`src/common/vsfr_cfg.svh`:
```
// Purpose: Offsets, field positions, reset values and counts for the
//          framing supervisor.
// Assumes: Included by bare name; definitions only.
// Notes:   Registers are 32-bit words on classic Wishbone.
`ifndef VSFR_CFG_SVH
`define VSFR_CFG_SVH

`define VSFR_OFF_CONTROL    8'h00
`define VSFR_OFF_STATUS     8'h04
`define VSFR_OFF_ERROR      8'h08
`define VSFR_OFF_SIZE       8'h0C
`define VSFR_OFF_FORMAT     8'h10

`define VSFR_CTRL_ENABLE    0
`define VSFR_CTRL_SWRESET   1

`define VSFR_STAT_BUSY      0
`define VSFR_STAT_DONE      1
`define VSFR_STAT_ACTIVE    2

`define VSFR_ERR_LINE_EARLY 0
`define VSFR_ERR_LINE_LATE  1
`define VSFR_ERR_SOF_EARLY  2
`define VSFR_ERR_SOF_LATE   3

`define VSFR_INIT_CYCLES    16
`define VSFR_RST_MIN_CYCLES 32

`define VSFR_DEF_PIXELS     13'h0780
`define VSFR_DEF_LINES      13'h0438
`define VSFR_DEF_FORMAT     2'h1

`endif

```
`src/common/vsfr_pkg.sv`:
```
// Purpose: Types shared by the framing supervisor files.
// Assumes: Used as vsfr_pkg::name, never imported.
// Notes:   Stream beat carries marker sideband beside the sample word.
package vsfr_pkg;

    typedef enum logic [1:0] {
        VSFR_FMT_444,
        VSFR_FMT_422,
        VSFR_FMT_420
    } vsfr_fmt_t;

    typedef struct packed {
        logic [23:0] data;
        logic        sof;
        logic        line_end;
    } vsfr_beat_t;

    typedef struct packed {
        logic [12:0] pixels;
        logic [12:0] lines;
        logic [1:0]  fmt;
    } vsfr_size_t;

endpackage : vsfr_pkg

```
`src/vsfr_top.sv`:
```
// Purpose: Framing supervision and recovery between two video streams.
// Assumes: One clock; upstream and downstream share it.
// Notes:   Output beats are registered one stage; the sample word passes
//          unchanged, only markers are regenerated.
//
// How it works
// - Without the bus, fixed default size and format are used.
// - From a known state, configured size predicts next frame start.
// - Configured line length predicts each line's final pixel.
// - Early/missing frame start and early/missing line end are errors.
// - Early input frame start ends current output frame at once.
// - Late frame start: drop input until it comes, then output it.
// - Early input line end emits output line end immediately.
// - Late line end: output it on schedule, drop pixels until it comes; on a frame's last line, until next frame start.
// - Status shows busy, idle-after-last-frame and activity.
// - Everything runs from the single clock clk.
// - Stream carries 4:4:4, 4:2:2 or 4:2:0 samples.
// - Error bits: 0 early line end, 1 late, 2 early frame, 3 late.
// - Frame start on user bit 0, line end on last, both sides.
// - Input ready low during init, then rises once enable is set; while flushing, high except for a frame start waiting for output room.
`include "vsfr_cfg.svh"

module vsfr_top #(
    parameter logic USE_BUS    = 1'b1,
    parameter int   DATA_WIDTH = 24
) (
    input  wire logic                  clk,
    input  wire logic                  rst_n,
    input  wire logic                  wb_cyc_i,
    input  wire logic                  wb_stb_i,
    input  wire logic                  wb_we_i,
    input  wire logic [7:0]            wb_adr_i,
    input  wire logic [3:0]            wb_sel_i,
    input  wire logic [31:0]           wb_dat_i,
    output logic      [31:0]           wb_dat_o,
    output logic                       wb_ack_o,
    input  wire logic [DATA_WIDTH-1:0] s_axis_tdata,
    input  wire logic                  s_axis_tvalid,
    output logic                       s_axis_tready,
    input  wire logic                  s_axis_tuser,
    input  wire logic                  s_axis_tlast,
    output logic      [DATA_WIDTH-1:0] m_axis_tdata,
    output logic                       m_axis_tvalid,
    input  wire logic                  m_axis_tready,
    output logic                       m_axis_tuser,
    output logic                       m_axis_tlast,
    output logic      [3:0]            error_flags
);

    typedef enum logic [1:0] {
        VSFR_INIT,
        VSFR_RUN,
        VSFR_FLUSH_LINE,
        VSFR_FLUSH_FRAME
    } vsfr_state_t;

    vsfr_state_t            state;
    vsfr_pkg::vsfr_size_t   size;
    logic                   enable;
    logic                   sw_reset;
    logic [3:0]             err_set;
    logic [2:0]             status;
    logic [4:0]             init_cnt;
    logic [12:0]            pix;
    logic [12:0]            line;
    logic                   synced;
    logic                   out_free;
    logic                   in_fire;
    logic                   in_sof;
    logic                   in_line_end;
    logic                   late_sof;
    logic                   last_pix;
    logic                   last_line;
    logic                   frame_done;

    vsfr_wb_regs #(
        .USE_BUS (USE_BUS)
    ) u_regs (
        .clk      (clk),
        .rst_n    (rst_n),
        .wb_cyc_i (wb_cyc_i),
        .wb_stb_i (wb_stb_i),
        .wb_we_i  (wb_we_i),
        .wb_adr_i (wb_adr_i),
        .wb_sel_i (wb_sel_i),
        .wb_dat_i (wb_dat_i),
        .wb_dat_o (wb_dat_o),
        .wb_ack_o (wb_ack_o),
        .err_set  (err_set),
        .status   (status),
        .enable   (enable),
        .sw_reset (sw_reset),
        .size     (size),
        .errors   (error_flags)
    );

    // Output register can accept when empty or being drained
    assign out_free = !m_axis_tvalid || m_axis_tready;

    always_comb begin
        s_axis_tready = 1'b0;
        case (state)
            VSFR_INIT:        s_axis_tready = 1'b0;
            VSFR_RUN:         s_axis_tready = out_free && enable;
            // Dropped beats need no room; a frame start is forwarded
            VSFR_FLUSH_LINE:  s_axis_tready = !s_axis_tuser || out_free;
            VSFR_FLUSH_FRAME: s_axis_tready = !s_axis_tuser || out_free;
            default:          s_axis_tready = 1'b0;
        endcase
    end

    assign in_fire   = s_axis_tvalid && s_axis_tready;
    assign in_sof    = s_axis_tuser;
    assign in_line_end = s_axis_tlast;
    assign last_pix  = pix == size.pixels - 13'h0001;
    assign last_line = line == size.lines - 13'h0001;
    assign frame_done = in_fire && state == VSFR_RUN && last_pix
                        && last_line;
    // First beat of a frame without its start marker
    assign late_sof  = in_fire && synced && state == VSFR_RUN && !in_sof
                       && pix == 13'h0000 && line == 13'h0000;

    // Init window after reset or soft reset; ready stays low through it
    always_ff @(posedge clk) begin
        if (!rst_n || sw_reset) begin
            init_cnt <= 5'h00;
        end else if (state == VSFR_INIT && init_cnt != 5'h1F) begin
            init_cnt <= init_cnt + 5'h01;
        end
    end

    always_ff @(posedge clk) begin
        if (!rst_n || sw_reset) begin
            state <= VSFR_INIT;
        end else begin
            case (state)
                VSFR_INIT: begin
                    if (init_cnt >= 5'(`VSFR_INIT_CYCLES - 1)) begin
                        state <= VSFR_RUN;
                    end
                end
                VSFR_RUN: begin
                    if (late_sof) begin
                        state <= VSFR_FLUSH_FRAME;
                    end else if (in_fire && synced && !in_sof
                                 && !in_line_end && last_pix) begin
                        state <= last_line ? VSFR_FLUSH_FRAME
                                           : VSFR_FLUSH_LINE;
                    end
                end
                VSFR_FLUSH_LINE: begin
                    if (in_fire && in_sof) begin
                        state <= VSFR_RUN;
                    end else if (in_fire && in_line_end) begin
                        state <= VSFR_RUN;
                    end
                end
                VSFR_FLUSH_FRAME: begin
                    if (in_fire && in_sof) begin
                        state <= VSFR_RUN;
                    end
                end
                default: state <= VSFR_INIT;
            endcase
        end
    end

    // Pixel and line position of the next accepted input beat
    always_ff @(posedge clk) begin
        if (!rst_n || sw_reset) begin
            pix    <= 13'h0000;
            line   <= 13'h0000;
            synced <= 1'b0;
        end else if (in_fire) begin
            if (in_sof) begin
                synced <= 1'b1;
                line   <= 13'h0000;
                pix    <= (in_line_end || last_pix) ? 13'h0000 : 13'h0001;
                if (in_line_end || last_pix) line <= 13'h0001;
            end else if (state == VSFR_FLUSH_LINE) begin
                if (in_line_end) pix <= 13'h0000;
            end else if (state == VSFR_RUN && !late_sof) begin
                if (in_line_end || last_pix) begin
                    pix  <= 13'h0000;
                    line <= last_line ? 13'h0000 : line + 13'h0001;
                end else begin
                    pix <= pix + 13'h0001;
                end
            end
        end
    end

    // Error detection; flags are made sticky in the register block
    always_comb begin
        err_set = 4'h0;
        if (in_fire && synced) begin
            if (state == VSFR_RUN && in_line_end && !last_pix) begin
                err_set[`VSFR_ERR_LINE_EARLY] = 1'b1;
            end
            if (state == VSFR_RUN && !in_line_end && last_pix
                && !in_sof) begin
                err_set[`VSFR_ERR_LINE_LATE] = 1'b1;
            end
            if (in_sof && !(pix == 13'h0000 && line == 13'h0000)
                && state != VSFR_FLUSH_FRAME) begin
                err_set[`VSFR_ERR_SOF_EARLY] = 1'b1;
            end
            if (late_sof) begin
                err_set[`VSFR_ERR_SOF_LATE] = 1'b1;
            end
        end
    end

    // Output stage: markers regenerated from the expected position
    always_ff @(posedge clk) begin
        if (!rst_n || sw_reset) begin
            m_axis_tvalid <= 1'b0;
            m_axis_tuser  <= 1'b0;
            m_axis_tlast  <= 1'b0;
            m_axis_tdata  <= '0;
        end else if (in_fire && ((state == VSFR_RUN && !late_sof)
                                 || in_sof)) begin
            m_axis_tvalid <= 1'b1;
            m_axis_tdata  <= s_axis_tdata;
            // Early start opens a new frame at once; a late one is forwarded after the dropped beats
            m_axis_tuser  <= in_sof;
            // Early end cuts the line; late end is put on schedule
            m_axis_tlast  <= in_line_end || last_pix;
        end else if (m_axis_tready) begin
            m_axis_tvalid <= 1'b0;
        end
    end

    // Done: a frame completed and no input accepted since
    always_ff @(posedge clk) begin
        if (!rst_n || sw_reset) begin
            status <= 3'h0;
        end else begin
            status[`VSFR_STAT_BUSY]   <= state != VSFR_RUN || m_axis_tvalid
                                         || pix != 13'h0000
                                         || line != 13'h0000;
            if (frame_done) begin
                status[`VSFR_STAT_DONE] <= 1'b1;
            end else if (in_fire) begin
                status[`VSFR_STAT_DONE] <= 1'b0;
            end
            status[`VSFR_STAT_ACTIVE] <= enable && synced;
        end
    end

endmodule : vsfr_top

```
`src/vsfr_wb_regs.sv`:
```
// Purpose: Wishbone classic slave holding control, size and error bits.
// Assumes: Single clock, synchronous active-low reset.
// Notes:   Ack is one cycle after the strobe and drops the cycle after.
`include "vsfr_cfg.svh"

module vsfr_wb_regs #(
    parameter logic USE_BUS = 1'b1
) (
    input  wire logic                clk,
    input  wire logic                rst_n,
    input  wire logic                wb_cyc_i,
    input  wire logic                wb_stb_i,
    input  wire logic                wb_we_i,
    input  wire logic [7:0]          wb_adr_i,
    input  wire logic [3:0]          wb_sel_i,
    input  wire logic [31:0]         wb_dat_i,
    output logic      [31:0]         wb_dat_o,
    output logic                     wb_ack_o,
    input  wire logic [3:0]          err_set,
    input  wire logic [2:0]          status,
    output logic                     enable,
    output logic                     sw_reset,
    output vsfr_pkg::vsfr_size_t     size,
    output logic      [3:0]          errors
);

    logic req;
    logic wr;
    logic [31:0] rd;
    logic [3:0]  err_clr;

    assign req = wb_cyc_i && wb_stb_i && !wb_ack_o;
    assign wr  = req && wb_we_i;

    always_ff @(posedge clk) begin
        if (!rst_n) begin
            wb_ack_o <= 1'b0;
        end else begin
            wb_ack_o <= req;
        end
    end

    // Fixed configuration when the bus is left out at build time
    always_ff @(posedge clk) begin
        if (!rst_n) begin
            enable      <= !USE_BUS;
            size.pixels <= `VSFR_DEF_PIXELS;
            size.lines  <= `VSFR_DEF_LINES;
            size.fmt    <= `VSFR_DEF_FORMAT;
        end else if (USE_BUS && wr) begin
            if (wb_adr_i == `VSFR_OFF_CONTROL && wb_sel_i[0]) begin
                enable <= wb_dat_i[`VSFR_CTRL_ENABLE];
            end
            if (wb_adr_i == `VSFR_OFF_SIZE) begin
                if (wb_sel_i[0]) size.pixels[7:0]  <= wb_dat_i[7:0];
                if (wb_sel_i[1]) size.pixels[12:8] <= wb_dat_i[12:8];
                if (wb_sel_i[2]) size.lines[7:0]   <= wb_dat_i[23:16];
                if (wb_sel_i[3]) size.lines[12:8]  <= wb_dat_i[28:24];
            end
            if (wb_adr_i == `VSFR_OFF_FORMAT && wb_sel_i[0]
                && wb_dat_i[1:0] != 2'h3) begin
                size.fmt <= wb_dat_i[1:0];
            end
        end
    end

    // Self-clearing; one pulse per write
    always_ff @(posedge clk) begin
        if (!rst_n) begin
            sw_reset <= 1'b0;
        end else begin
            sw_reset <= wr && wb_adr_i == `VSFR_OFF_CONTROL && wb_sel_i[0]
                        && wb_dat_i[`VSFR_CTRL_SWRESET];
        end
    end

    // Write one to clear; a new event in the same cycle wins
    assign err_clr = (wr && wb_adr_i == `VSFR_OFF_ERROR && wb_sel_i[0])
                     ? wb_dat_i[3:0] : 4'h0;

    always_ff @(posedge clk) begin
        if (!rst_n) begin
            errors <= 4'h0;
        end else begin
            errors <= (errors & ~err_clr) | err_set;
        end
    end

    always_comb begin
        rd = 32'h0000_0000;
        case (wb_adr_i)
            `VSFR_OFF_CONTROL: rd[0] = enable;
            `VSFR_OFF_STATUS:  rd[2:0] = status;
            `VSFR_OFF_ERROR:   rd[3:0] = errors;
            `VSFR_OFF_SIZE:    rd = {3'h0, size.lines, 3'h0, size.pixels};
            `VSFR_OFF_FORMAT:  rd[1:0] = size.fmt;
            default:           rd = 32'h0000_0000;
        endcase
    end

    always_ff @(posedge clk) begin
        if (!rst_n) begin
            wb_dat_o <= 32'h0000_0000;
        end else if (req && !wb_we_i) begin
            wb_dat_o <= rd;
        end
    end

endmodule : vsfr_wb_regs

```
`config.mk`:
```
export PLATFORM = sky130hd
export DESIGN_NAME = vsfr_top
export DESIGN_NICKNAME = d
export VERILOG_FILES = /design/src/common/vsfr_pkg.sv /design/src/vsfr_top.sv /design/src/vsfr_wb_regs.sv
export VERILOG_INCLUDE_DIRS = /design/src /design/src/common
export SDC_FILE = /design/constraint.sdc
export NUM_CORES = 1
export LEC_CHECK = 0
export BUFFER_PORTS_ARGS = -buffer_cell sky130_fd_sc_hd__buf_2
export CAP_MARGIN = 20
export CORE_MARGIN = 8
export CORE_UTILIZATION = 50
export CTS_CLUSTER_DIAMETER = 40
export DETAILED_ROUTE_END_ITERATION = 12
export PLACE_DENSITY = 0.76
export SLEW_MARGIN = 20
export SYNTH_ARGS = -nofsm -noshare
export SYNTH_HDL_FRONTEND = slang
export SYNTH_SLANG_ARGS = --single-unit
export TNS_END_PERCENT = 100
```
`constraint.sdc`:
```
create_clock -name clk -period 2.9 [get_ports clk]
set_input_delay 0.145 -clock clk [delete_from_list [all_inputs] [get_ports clk]]
set_output_delay 0.145 -clock clk [all_outputs]
set_load 0.01 [all_outputs]
```
# Yosys cells after proc, flatten, opt, wreduce, memory -nomap -nowiden
# Cells that the tools add are included.
[word_totals]
regBits = 131
inputBits = 77
out_inout_bits = 65
[op_classes]
n_bitwise = 3
n_reduce_logical = 78
eq_ne = 19
n_addsub = 5
muxes = 36
n_lt_le_gt_ge = 1
[op_table]
columns = ["operator", "count"]
rows = [
  ["$mux W13", 10],
  ["$logic_and A1 B1 Y1", 39],
  ["$add A13 B1 Y13 const B", 2],
  ["$eq A13 B13 Y1", 2],
  ["$logic_not A13 Y1", 2],
  ["$reduce_bool A13 Y1", 2],
  ["$sub A13 B1 Y13 const B", 2],
  ["$mux W25", 1],
  ["$eq A8 B4 Y1 const B", 2],
  ["$reduce_and A3 Y1", 5],
  ["$mux W2", 6],
  ["$mux W1", 11],
  ["$logic_not A1 Y1", 9],
  ["$ne A3 B3 Y1 const B", 3],
  ["$eq A8 B3 Y1 const B", 1],
  ["$eq A8 B5 Y1 const B", 1],
  ["$logic_not A8 Y1", 1],
  ["$logic_or A1 B1 Y1", 8],
  ["$mux W4", 2],
  ["$ne A2 B2 Y1 const B", 4],
  ["$pmux W2 S4", 1],
  ["$reduce_and A4 Y1", 2],
  ["$reduce_bool A2 Y1", 4],
  ["$pmux W1 S3", 2],
  ["16 further kinds", 20],
]

# Longest topological paths before layout
# Gate-level depths: netlist of run 1.
[depth]
depth_word = 15
ltp_mapped = 13
mapped_depth_nobuf = 10

# Hierarchy
# Synthesis of run 1 repeated with hierarchy kept, for this count alone.
[hier_totals]
cells_unflattened = 807
area_unflattened_um2 = 6736.5
[modules_own_cells]
columns = ["module", "n_inst", "area_per_inst_um2", "cells_per_inst", "seq_area_each_um2"]
rows = [
  ["vsfr_top", 1, 4252.8, 554, 1281.2],
  ["vsfr_wb_regs", 1, 2483.6, 253, 1221.2],
]

# Worst setup path before layout of run 1
# No wires, ideal clock.
[synth_path]
kind = "reg-to-reg"
start = "reg u_regs.size[15] (netlist name)"
end = "reg line[9]"
path_stages_with_launch = 12
path_buffers = 3
path_slack_ns = -0.252
period_less_slack_ns = 3.152
setup_ns = 0.084
arrival_ns = 3.067
cell_sequence = "dfxtp_1 -> buf_6 -> or4_1 -> buf_2 -> or3_4 -> a2111oi_4 -> nand4_2 -> nor4_4 -> nor2_2 -> or3_4 -> buf_6 -> o31ai_2"
[synth_between]
elab_chain_cells = 5
[synth_lines]
columns = ["element", "line_no", "text"]
rows = [
  ["$sub A13 B1 Y13", "vsfr_top.sv:115", "assign last_pix = pix == size.pixels - 13'h0001;"],
  ["$eq A13 B13 Y1", "vsfr_top.sv:115", ""],
  ["$logic_or A1 B1 Y1", "vsfr_top.sv:183", "if (in_line_end || last_pix) begin"],
  ["$reduce_bool A2 Y1 (no line)", "n/a", ""],
  ["$reduce_and A4 Y1 (no line)", "n/a", ""],
  ["end signal, assigned", "vsfr_top.sv:185", "line <= last_line ? 13'h0000 : line + 13'h0001;"],
  ["end, declared", "vsfr_top.sv:65", "logic [12:0] line;"],
]
# Every way passes these cells.
# A chain may end at the register's enable or synchronous reset.

# Worst setup path after layout of run 1
[layout_path]
start = "reg u_regs.size[17] (netlist name)"
end = "reg line[3]"
[layout_between]
elab_chain_cells = 5
[layout_lines]
columns = ["element", "line_no"]
rows = [
  ["$sub A13 B1 Y13", "vsfr_top.sv:115"],
  ["$eq A13 B13 Y1", "vsfr_top.sv:115"],
  ["$logic_or A1 B1 Y1", "vsfr_top.sv:183"],
  ["$reduce_bool A2 Y1 (no line)", "n/a"],
  ["$reduce_and A4 Y1 (no line)", "n/a"],
]
# Every way passes these cells.

==> results_dict.tcl, run 1 <==
set metrics [dict create \
    status "finished clean" \
    syn_inst 832 \
    ys_types 71 \
    syn_area_per_cell_um2 7.90 \
    final_area_um2 8730 \
    yosys_warnings 0 \
    core_area_um2 13000 \
    grt_pass1_vias 6506 \
    critPathTopFamily "compound AO/OA/AOI/OAI gates" \
    hold_depth 3 \
    synth-seq-cells 125 \
    final_antenna_net_count 0 \
    r2r_cells 9 \
    cp.arrival_ns 3.14 \
    worst-path-max-fanout 4 \
    drtIter0Drc 440 \
    fillers 1064 \
    rsz0062_at_grt "yes" \
    r2r-start "u_regs.size[17]$_SDFFE_PN0P_" \
    tns_ns 0 \
    holdWs_ns 0.0216 \
    slowest_delay_ns 0.53 \
    dp_hpwl_um 13100 \
    grt_overflow 0 \
    critPathLaunchType "flop" \
    netlist_area_um2 6570 \
    io_pins 142 \
    tritoncts "done" \
    start_util_pct 50.4 \
    critPathRequiredTime_ns 3.19 \
    layout-drive-gt1-share_pct 25.3 \
    holdCritStartpoint "wb_dat_i[28]" \
    remaining_drc_errors 0 \
    crit_chain "or4_4 -> or3_4 -> a2111oi_4 -> nand4_2 -> o41ai_4 -> a21oi_2 -> buf_4 -> o21ai_2 -> o31ai_2" \
    total_power_mw 4.18 \
    grt_pass1_wl_um 31100 \
    clockRootBuffer "clkbuf_16" \
    final_util_pct 67.0 \
    synth_edf_count 0 \
    cts_buffers 17 \
    worstSetupEndpointType "flop" \
    gp_congestion 0.877 \
    die_y_um 131 \
    grt_antenna_before_repair 0 \
    p_leak_nw 3.51 \
    min_period_over_period_pct 98.1 \
    syn2layout_area_growth_pct 32.9 \
    slew_viol_final 0 \
    slowest_stage "or4_4" \
    ir_drop_uv 385 \
    rows 42 \
    period_minus_slack_ns 2.84 \
    skew_ns 0.00908 \
    io_buffers 129 \
    ys_seq_area_share_pct 38.1 \
    path_buf_inv 1 \
    placed_area_um2 7560 \
    dieArea_um2 17100 \
    ff2ff_setup_slack_ns 0.06 \
    p_per_area_nw_per_um2 479 \
    die_w_um 131 \
    worstReg2RegEnd "line[3]$_SDFFE_PP0P_" \
    max_slew_margin_pct 38.3 \
    grt_max_degree 63 \
    worstHoldPathType "input pin to flop" \
    num-nets-final 1097 \
    routedWlPerCell_um 16.4 \
    setup_viol 0 \
    via_per_inst 5.61 \
    criticalPathCategory "flop to flop" \
    holdPathEnd "u_regs.size[14]$_SDFFE_PN0P_" \
    clock_path_buffers 2 \
    h-tree-depth 4 \
    synth-async-reset-ratio_pct 0 \
    clock_sinks 125 \
    drv_cap 0 \
    dr.pass1.iters 5 \
    synth_top_flop_cell "dfxtp_1" \
    clkSlewWorstSetupHoldPaths_ns 0.06 \
    wl_um 19700 \
    clk_latency_ns 0.42 \
    vias 6732 \
    hold_viol 0 \
    fmax_ghz 0.352 \
    worst_pin_slew_ns 0.925 \
    grt_usage_pct 22.8 \
]
## where the power goes
part,internal [mW],switching (mW)
Clock,1.37,0.843
Combinational,0.116,0.114
Sequential,1.73,0.0119
## cells in the mapped netlist (4+ instances only)
cell	number	share of area [%]
xor2_1	19	2.5
o31ai_2	9	1.7
or3_1	7	0.67
a21boi_0	43	4.9
nor3b_1	7	0.80
nand3_1	74	5.6
o21ai_0	11	0.84
nand2_1	140	8.0
nor4_1	14	1.3
nor2b_1	11	1.0
nand4_1	10	0.95
ha_1	9	1.7
a211oi_1	9	1.0
nand2b_1	4	0.38
nor2_1	57	3.3
or4_1	5	0.57
nor3_1	17	1.3
a21oi_1	46	3.5
o211ai_1	6	0.69
and3_1	21	2.0
xnor2_1	23	3.1
clkbuf_1	53	3.0
inv_1	21	1.2
dfxtp_1	125	38
o21ai_1	11	0.84
buf_4	6	0.69
## worst register-to-register path, stage by stage (launching register included)
cell and delay, ns:
dfxtp_2 0.32, or4_4 0.53, or3_4 0.35, a2111oi_4 0.34, nand4_2 0.21, o41ai_4 0.43
a21oi_2 0.14, buf_4 0.18, o21ai_2 0.14, o31ai_2 0.08
## sequential cells by signal, indices dropped and copies added (netlist names)
| signal | count |
|---|---|
| init_cnt | 5 |
| line | 13 |
| m_axis_tdata | 24 |
| m_axis_tlast | 1 |
| m_axis_tuser | 1 |
| m_axis_tvalid | 1 |
| pix | 13 |
| state | 2 |
| status | 3 |
| synced | 1 |
| u_regs.enable | 1 |
| u_regs.errors | 4 |
| u_regs.size | 28 |
| u_regs.sw_reset | 1 |
| u_regs.wb_ack_o | 1 |
| u_regs.wb_dat_o | 26 |
## layout by cell type, fill, tap and decap left out, types with 15 or more instances in the layout
cell	n
a21boi_0	43
a21oi_1	44
and3_1	21
buf_2	129
buf_4	48
clkbuf_16	17
dfxtp_1	124
dlygate4sd3_1	42
inv_1	21
nand2_1	140
nand3_1	74
nor2_1	56
nor3_1	15
xnor2_1	23
xor2_1	19
## cell families (layout without fill, tap and decap cells)
family | Yosys count | after routing | synth area share (%)
flip-flops | 125 | 125 | 38.1
other | 1 | 7 | 0.0571
AO/OA/AOI/OAI | 170 | 170 | 18.3
XOR/XNOR | 43 | 43 | 5.94
AND/OR/NAND/NOR | 391 | 392 | 29.2
buffers and inverters | 87 | 273 | 5.58
multiplexers | 6 | 6 | 1.14
adder cells (fa/ha/maj) | 9 | 9 | 1.71
## cell type report
type | instances | area, µm² | area share [%]
Timing Repair Buffer | 220 | 1440 | 16.5
Inverter | 21 | 78.8 | 0.903
Tap cell | 176 | 220 | 2.52
Clock buffer | 17 | 425 | 4.87
Multi-Input combinational cell | 626 | 3870 | 44.4
Sequential cell | 125 | 2500 | 28.7
Clock inverter | 15 | 188 | 2.15
Antenna cell | 1 | 2.50 | 0.0287
## per-stage QoR
step                      std cells  worst slack (ns)
final                          1201            0.0556
after global routing           1200           -0.0550
after CTS                      1199         -0.000130
after detailed placement       1125           -0.0794
after global placement         1125           -0.0400
after floorplan                 837           -0.0300
## repair_timing
action                                  4_1_cts  5_1_grt
pin swaps                                     3       11
hold endpoints to repair                     42        0
setup buffers                                 0        0
resized for setup                             4       22
hold buffers                                 42        0
gates cloned                                  0        1
endpoints found under the setup margin       12       24
## how the worst max path moves through the flow
stage / start / to / slack, ns / cells after the start
floorplan: u_regs.size[15]$_SDFFE_PN0P_ / line[8]$_SDFFE_PP0P_ / -0.03 / 11
global placement: u_regs.size[17]$_SDFFE_PN0P_ / line[8]$_SDFFE_PP0P_ / -0.04 / 9
detailed placement: u_regs.size[17]$_SDFFE_PN0P_ / line[11]$_SDFFE_PP0P_ / -0.08 / 9
CTS: u_regs.size[16]$_SDFFE_PN0P_ / line[6]$_SDFFE_PP0P_ / -0.0001 / 11
global route: u_regs.size[15]$_SDFFE_PN0P_ / line[6]$_SDFFE_PP0P_ / -0.06 / 11
finish: u_regs.size[17]$_SDFFE_PN0P_ / line[3]$_SDFFE_PP0P_ / 0.06 / 9
## routing by layer
layer	GRT usage [%]	vias up	share of wire, %
met5	0	-	0
met4	8.71	0	1.6
met3	7.26	30	7.8
met2	39.1	269	49
met1	26.0	3154	41
li1	-	3279	-
No activity file was read; power rests on OpenSTA's default activity.
==> inputs of run 2 (changes only) <==
Settings changed: CORE_UTILIZATION 50 to 30, PLACE_DENSITY 0.76 to 0.5.
==> run 2 against run 1 <==
Effect of this change: worst setup slack gained 0.016 ns; critical endpoint is now line[6]$_SDFFE_PP0P_; sequential share of layout area is 0.49 points lower; cell area grew 1.7%; core utilization down 26 points; worst hold slack worse by 0.0078 ns; first-iteration DRC count fell by 42%; critical path type unchanged; sequential cell count unchanged; register-to-register slack gained 0.02 ns; wire length rose by 4.7%.
==> results_dict.tcl, run 2 (synthesis results as in run 1) <==
set metrics [dict create \
    worst-path-max-fanout 6 \
    total_power_mw 4.23 \
    ir_drop_uv 436 \
    grt_overflow 0 \
    cp_common_cell "or3_4" \
    clkSlewWorstSetupHoldPaths_ns 0.06 \
    holdCritStartpoint "wb_dat_i[28]" \
    critPathLaunchType "flop" \
    grt_antenna_before_repair 0 \
    wl_um 20600 \
    slew_viol_final 0 \
    place_ws_ns -0.0680 \
    final_common_cell "nand2_1" \
    period_minus_slack_ns 2.83 \
    clockPowerShare_pct 53.3 \
    p_comb_share_pct 5.4 \
    clockRootBuffer "clkbuf_16" \
    start_util_pct 30.3 \
    multi_input_area_um2 3840 \
    cp.arrival_ns 3.15 \
    clock_path_buffers 2 \
    largest-register "u_regs.size" \
    rows 54 \
    routedWlPerCell_um 15.7 \
    setup_viol 0 \
    dp_hpwl_um 14800 \
    grt_pass1_vias 6526 \
    rsz0062_at_grt "yes" \
    criticalPathCategory "flop to flop" \
    power_frac_seq_pct 41.2 \
    layoutNonFillerInstCount 1310 \
    critPathTopFamily "simple AND/OR/NAND/NOR gates" \
    dp_cells 1235 \
    reg.largest.list "u_regs.size: 28 flops, u_regs.wb_dat_o: 26 flops, m_axis_tdata: 24 flops" \
    p_sw_mw 1.01 \
    hold_viol 0 \
    setup_slack_ns 0.0711 \
    min_period_over_period_pct 97.5 \
    dr.pass1.iters 4 \
    io_buffers 129 \
    vias 6382 \
    h-tree-depth 4 \
    tritoncts "done" \
    p_int_mw 3.22 \
    crit_path_start "u_regs.size[17]$_SDFFE_PN0P_" \
    most-common-layout-cells "nand2_1, buf_2, dfxtp_1, nand3_1, nor2_1" \
    worstSetupEndpointType "flop" \
    die_y_um 164 \
    cts_buffers 17 \
    slowest_stage "or4_4" \
    crit_chain "or4_4 -> or3_4 -> a2111oi_4 -> nand4_2 -> nor4_4 -> nor2_2 -> or3_4 -> o311ai_4" \
    p_leak_nw 3.53 \
    largest_reg_flops 28 \
    grt_pass1_wl_um 33800 \
    drtIter0Drc 256 \
    grt_usage_pct 15.5 \
    dieArea_um2 26900 \
    worstHoldPathType "input pin to flop" \
    seq_area_um2 2500 \
    fillers 2195 \
    postCtsSetupBuffers 0 \
    via_per_inst 4.87 \
    critPathRequiredTime_ns 3.22 \
    grt_max_degree 63 \
    layout-drive-gt1-share_pct 24.7 \
    clk_latency_ns 0.42 \
    final_antenna_net_count 0 \
    syn2layout_area_growth_pct 35.1 \
    gp_congestion 0.801 \
    core_area_um2 21700 \
    tns_ns 0 \
    worst_pin_slew_ns 0.708 \
    drv_cap 0 \
    holdWs_ns 0.0138 \
    p_per_area_nw_per_um2 476 \
    path_buf_inv 0 \
    clock_sinks 125 \
    fmax_ghz 0.353 \
    num-nets-final 1103 \
    num_antenna_cells 0 \
    max_slew_margin_pct 52.4 \
    status "finished clean" \
    skew_ns 0.00920 \
    io_pins 142 \
    swShare_pct 23.8 \
    r2r-start "u_regs.size[17]$_SDFFE_PN0P_" \
    remaining_drc_errors 0 \
    slowest_delay_ns 0.53 \
    die_w_um 164 \
]
run 2: timing repair:
| item | CTS | global route |
|---|---|---|
| endpoints found under the setup margin | 6 | 29 |
| resized for setup | 3 | 12 |
| hold buffers | 42 | 0 |
| gates cloned | 0 | 1 |
| hold endpoints to repair | 42 | 0 |
| pin swaps | 4 | 2 |
run 2: final timing paths:
kind | to | slack (ns) | cells after the start
worst min-delay path | u_regs.size[14]$_SDFFE_PN0P_ | 0.01 | 3
worst min register to register | m_axis_tdata[23]$_SDFFE_PP0P_ | 0.45 | 2
worst max-delay path | line[6]$_SDFFE_PP0P_ | 0.07 | 8
worst max register to register | line[6]$_SDFFE_PP0P_ | 0.07 | 8
run 2: layout make-up:
| cell class | instances | area share [%] |
|---|---|---|
| Clock buffer | 18 | 4.83 |
| Sequential cell | 125 | 28.2 |
| Multi-Input combinational cell | 626 | 43.3 |
| Timing Repair Buffer | 226 | 16.8 |
| Clock inverter | 14 | 2.06 |
| Inverter | 21 | 0.888 |
| Tap cell | 280 | 3.95 |
run 2: through the flow:
stage / cell area (µm²) / utilization (%)
2_1_floorplan: 6610 / -
3_3_place_gp: 7750 / 35.7
3_5_place_dp: 7750 / 35.7
4_1_cts: 8800 / 40.6
5_1_grt: 8880 / 40.9
6_report: 8880 / 40.9
run 2: metal layers:
metal,global-route usage (%),wire length [µm],up-vias
met3,4.79,1180,8
met1,19.7,9890,2927
li1,-,-,3294
met4,4.42,147,0
met5,0,0,-
met2,25.0,9400,153
run 2: tightest hold or removal path, cell delays in order:
cell and delay [ns]:
buf_2 0.10, nand3_1 0.07, a21boi_0 0.07
run 2: power by group through the flow:
| stage | logic [mW] | clock network [mW] | registers [mW] |
|---|---|---|---|
| after floorplan | 0.100 | 0 | 1.78 |
| after CTS | 0.229 | 2.30 | 1.74 |
| after global routing | 0.254 | 2.38 | 1.74 |
| final | 0.230 | 2.25 | 1.74 |
| after detailed placement | 0.184 | 0 | 1.78 |
| after global placement | 0.184 | 0 | 1.78 |
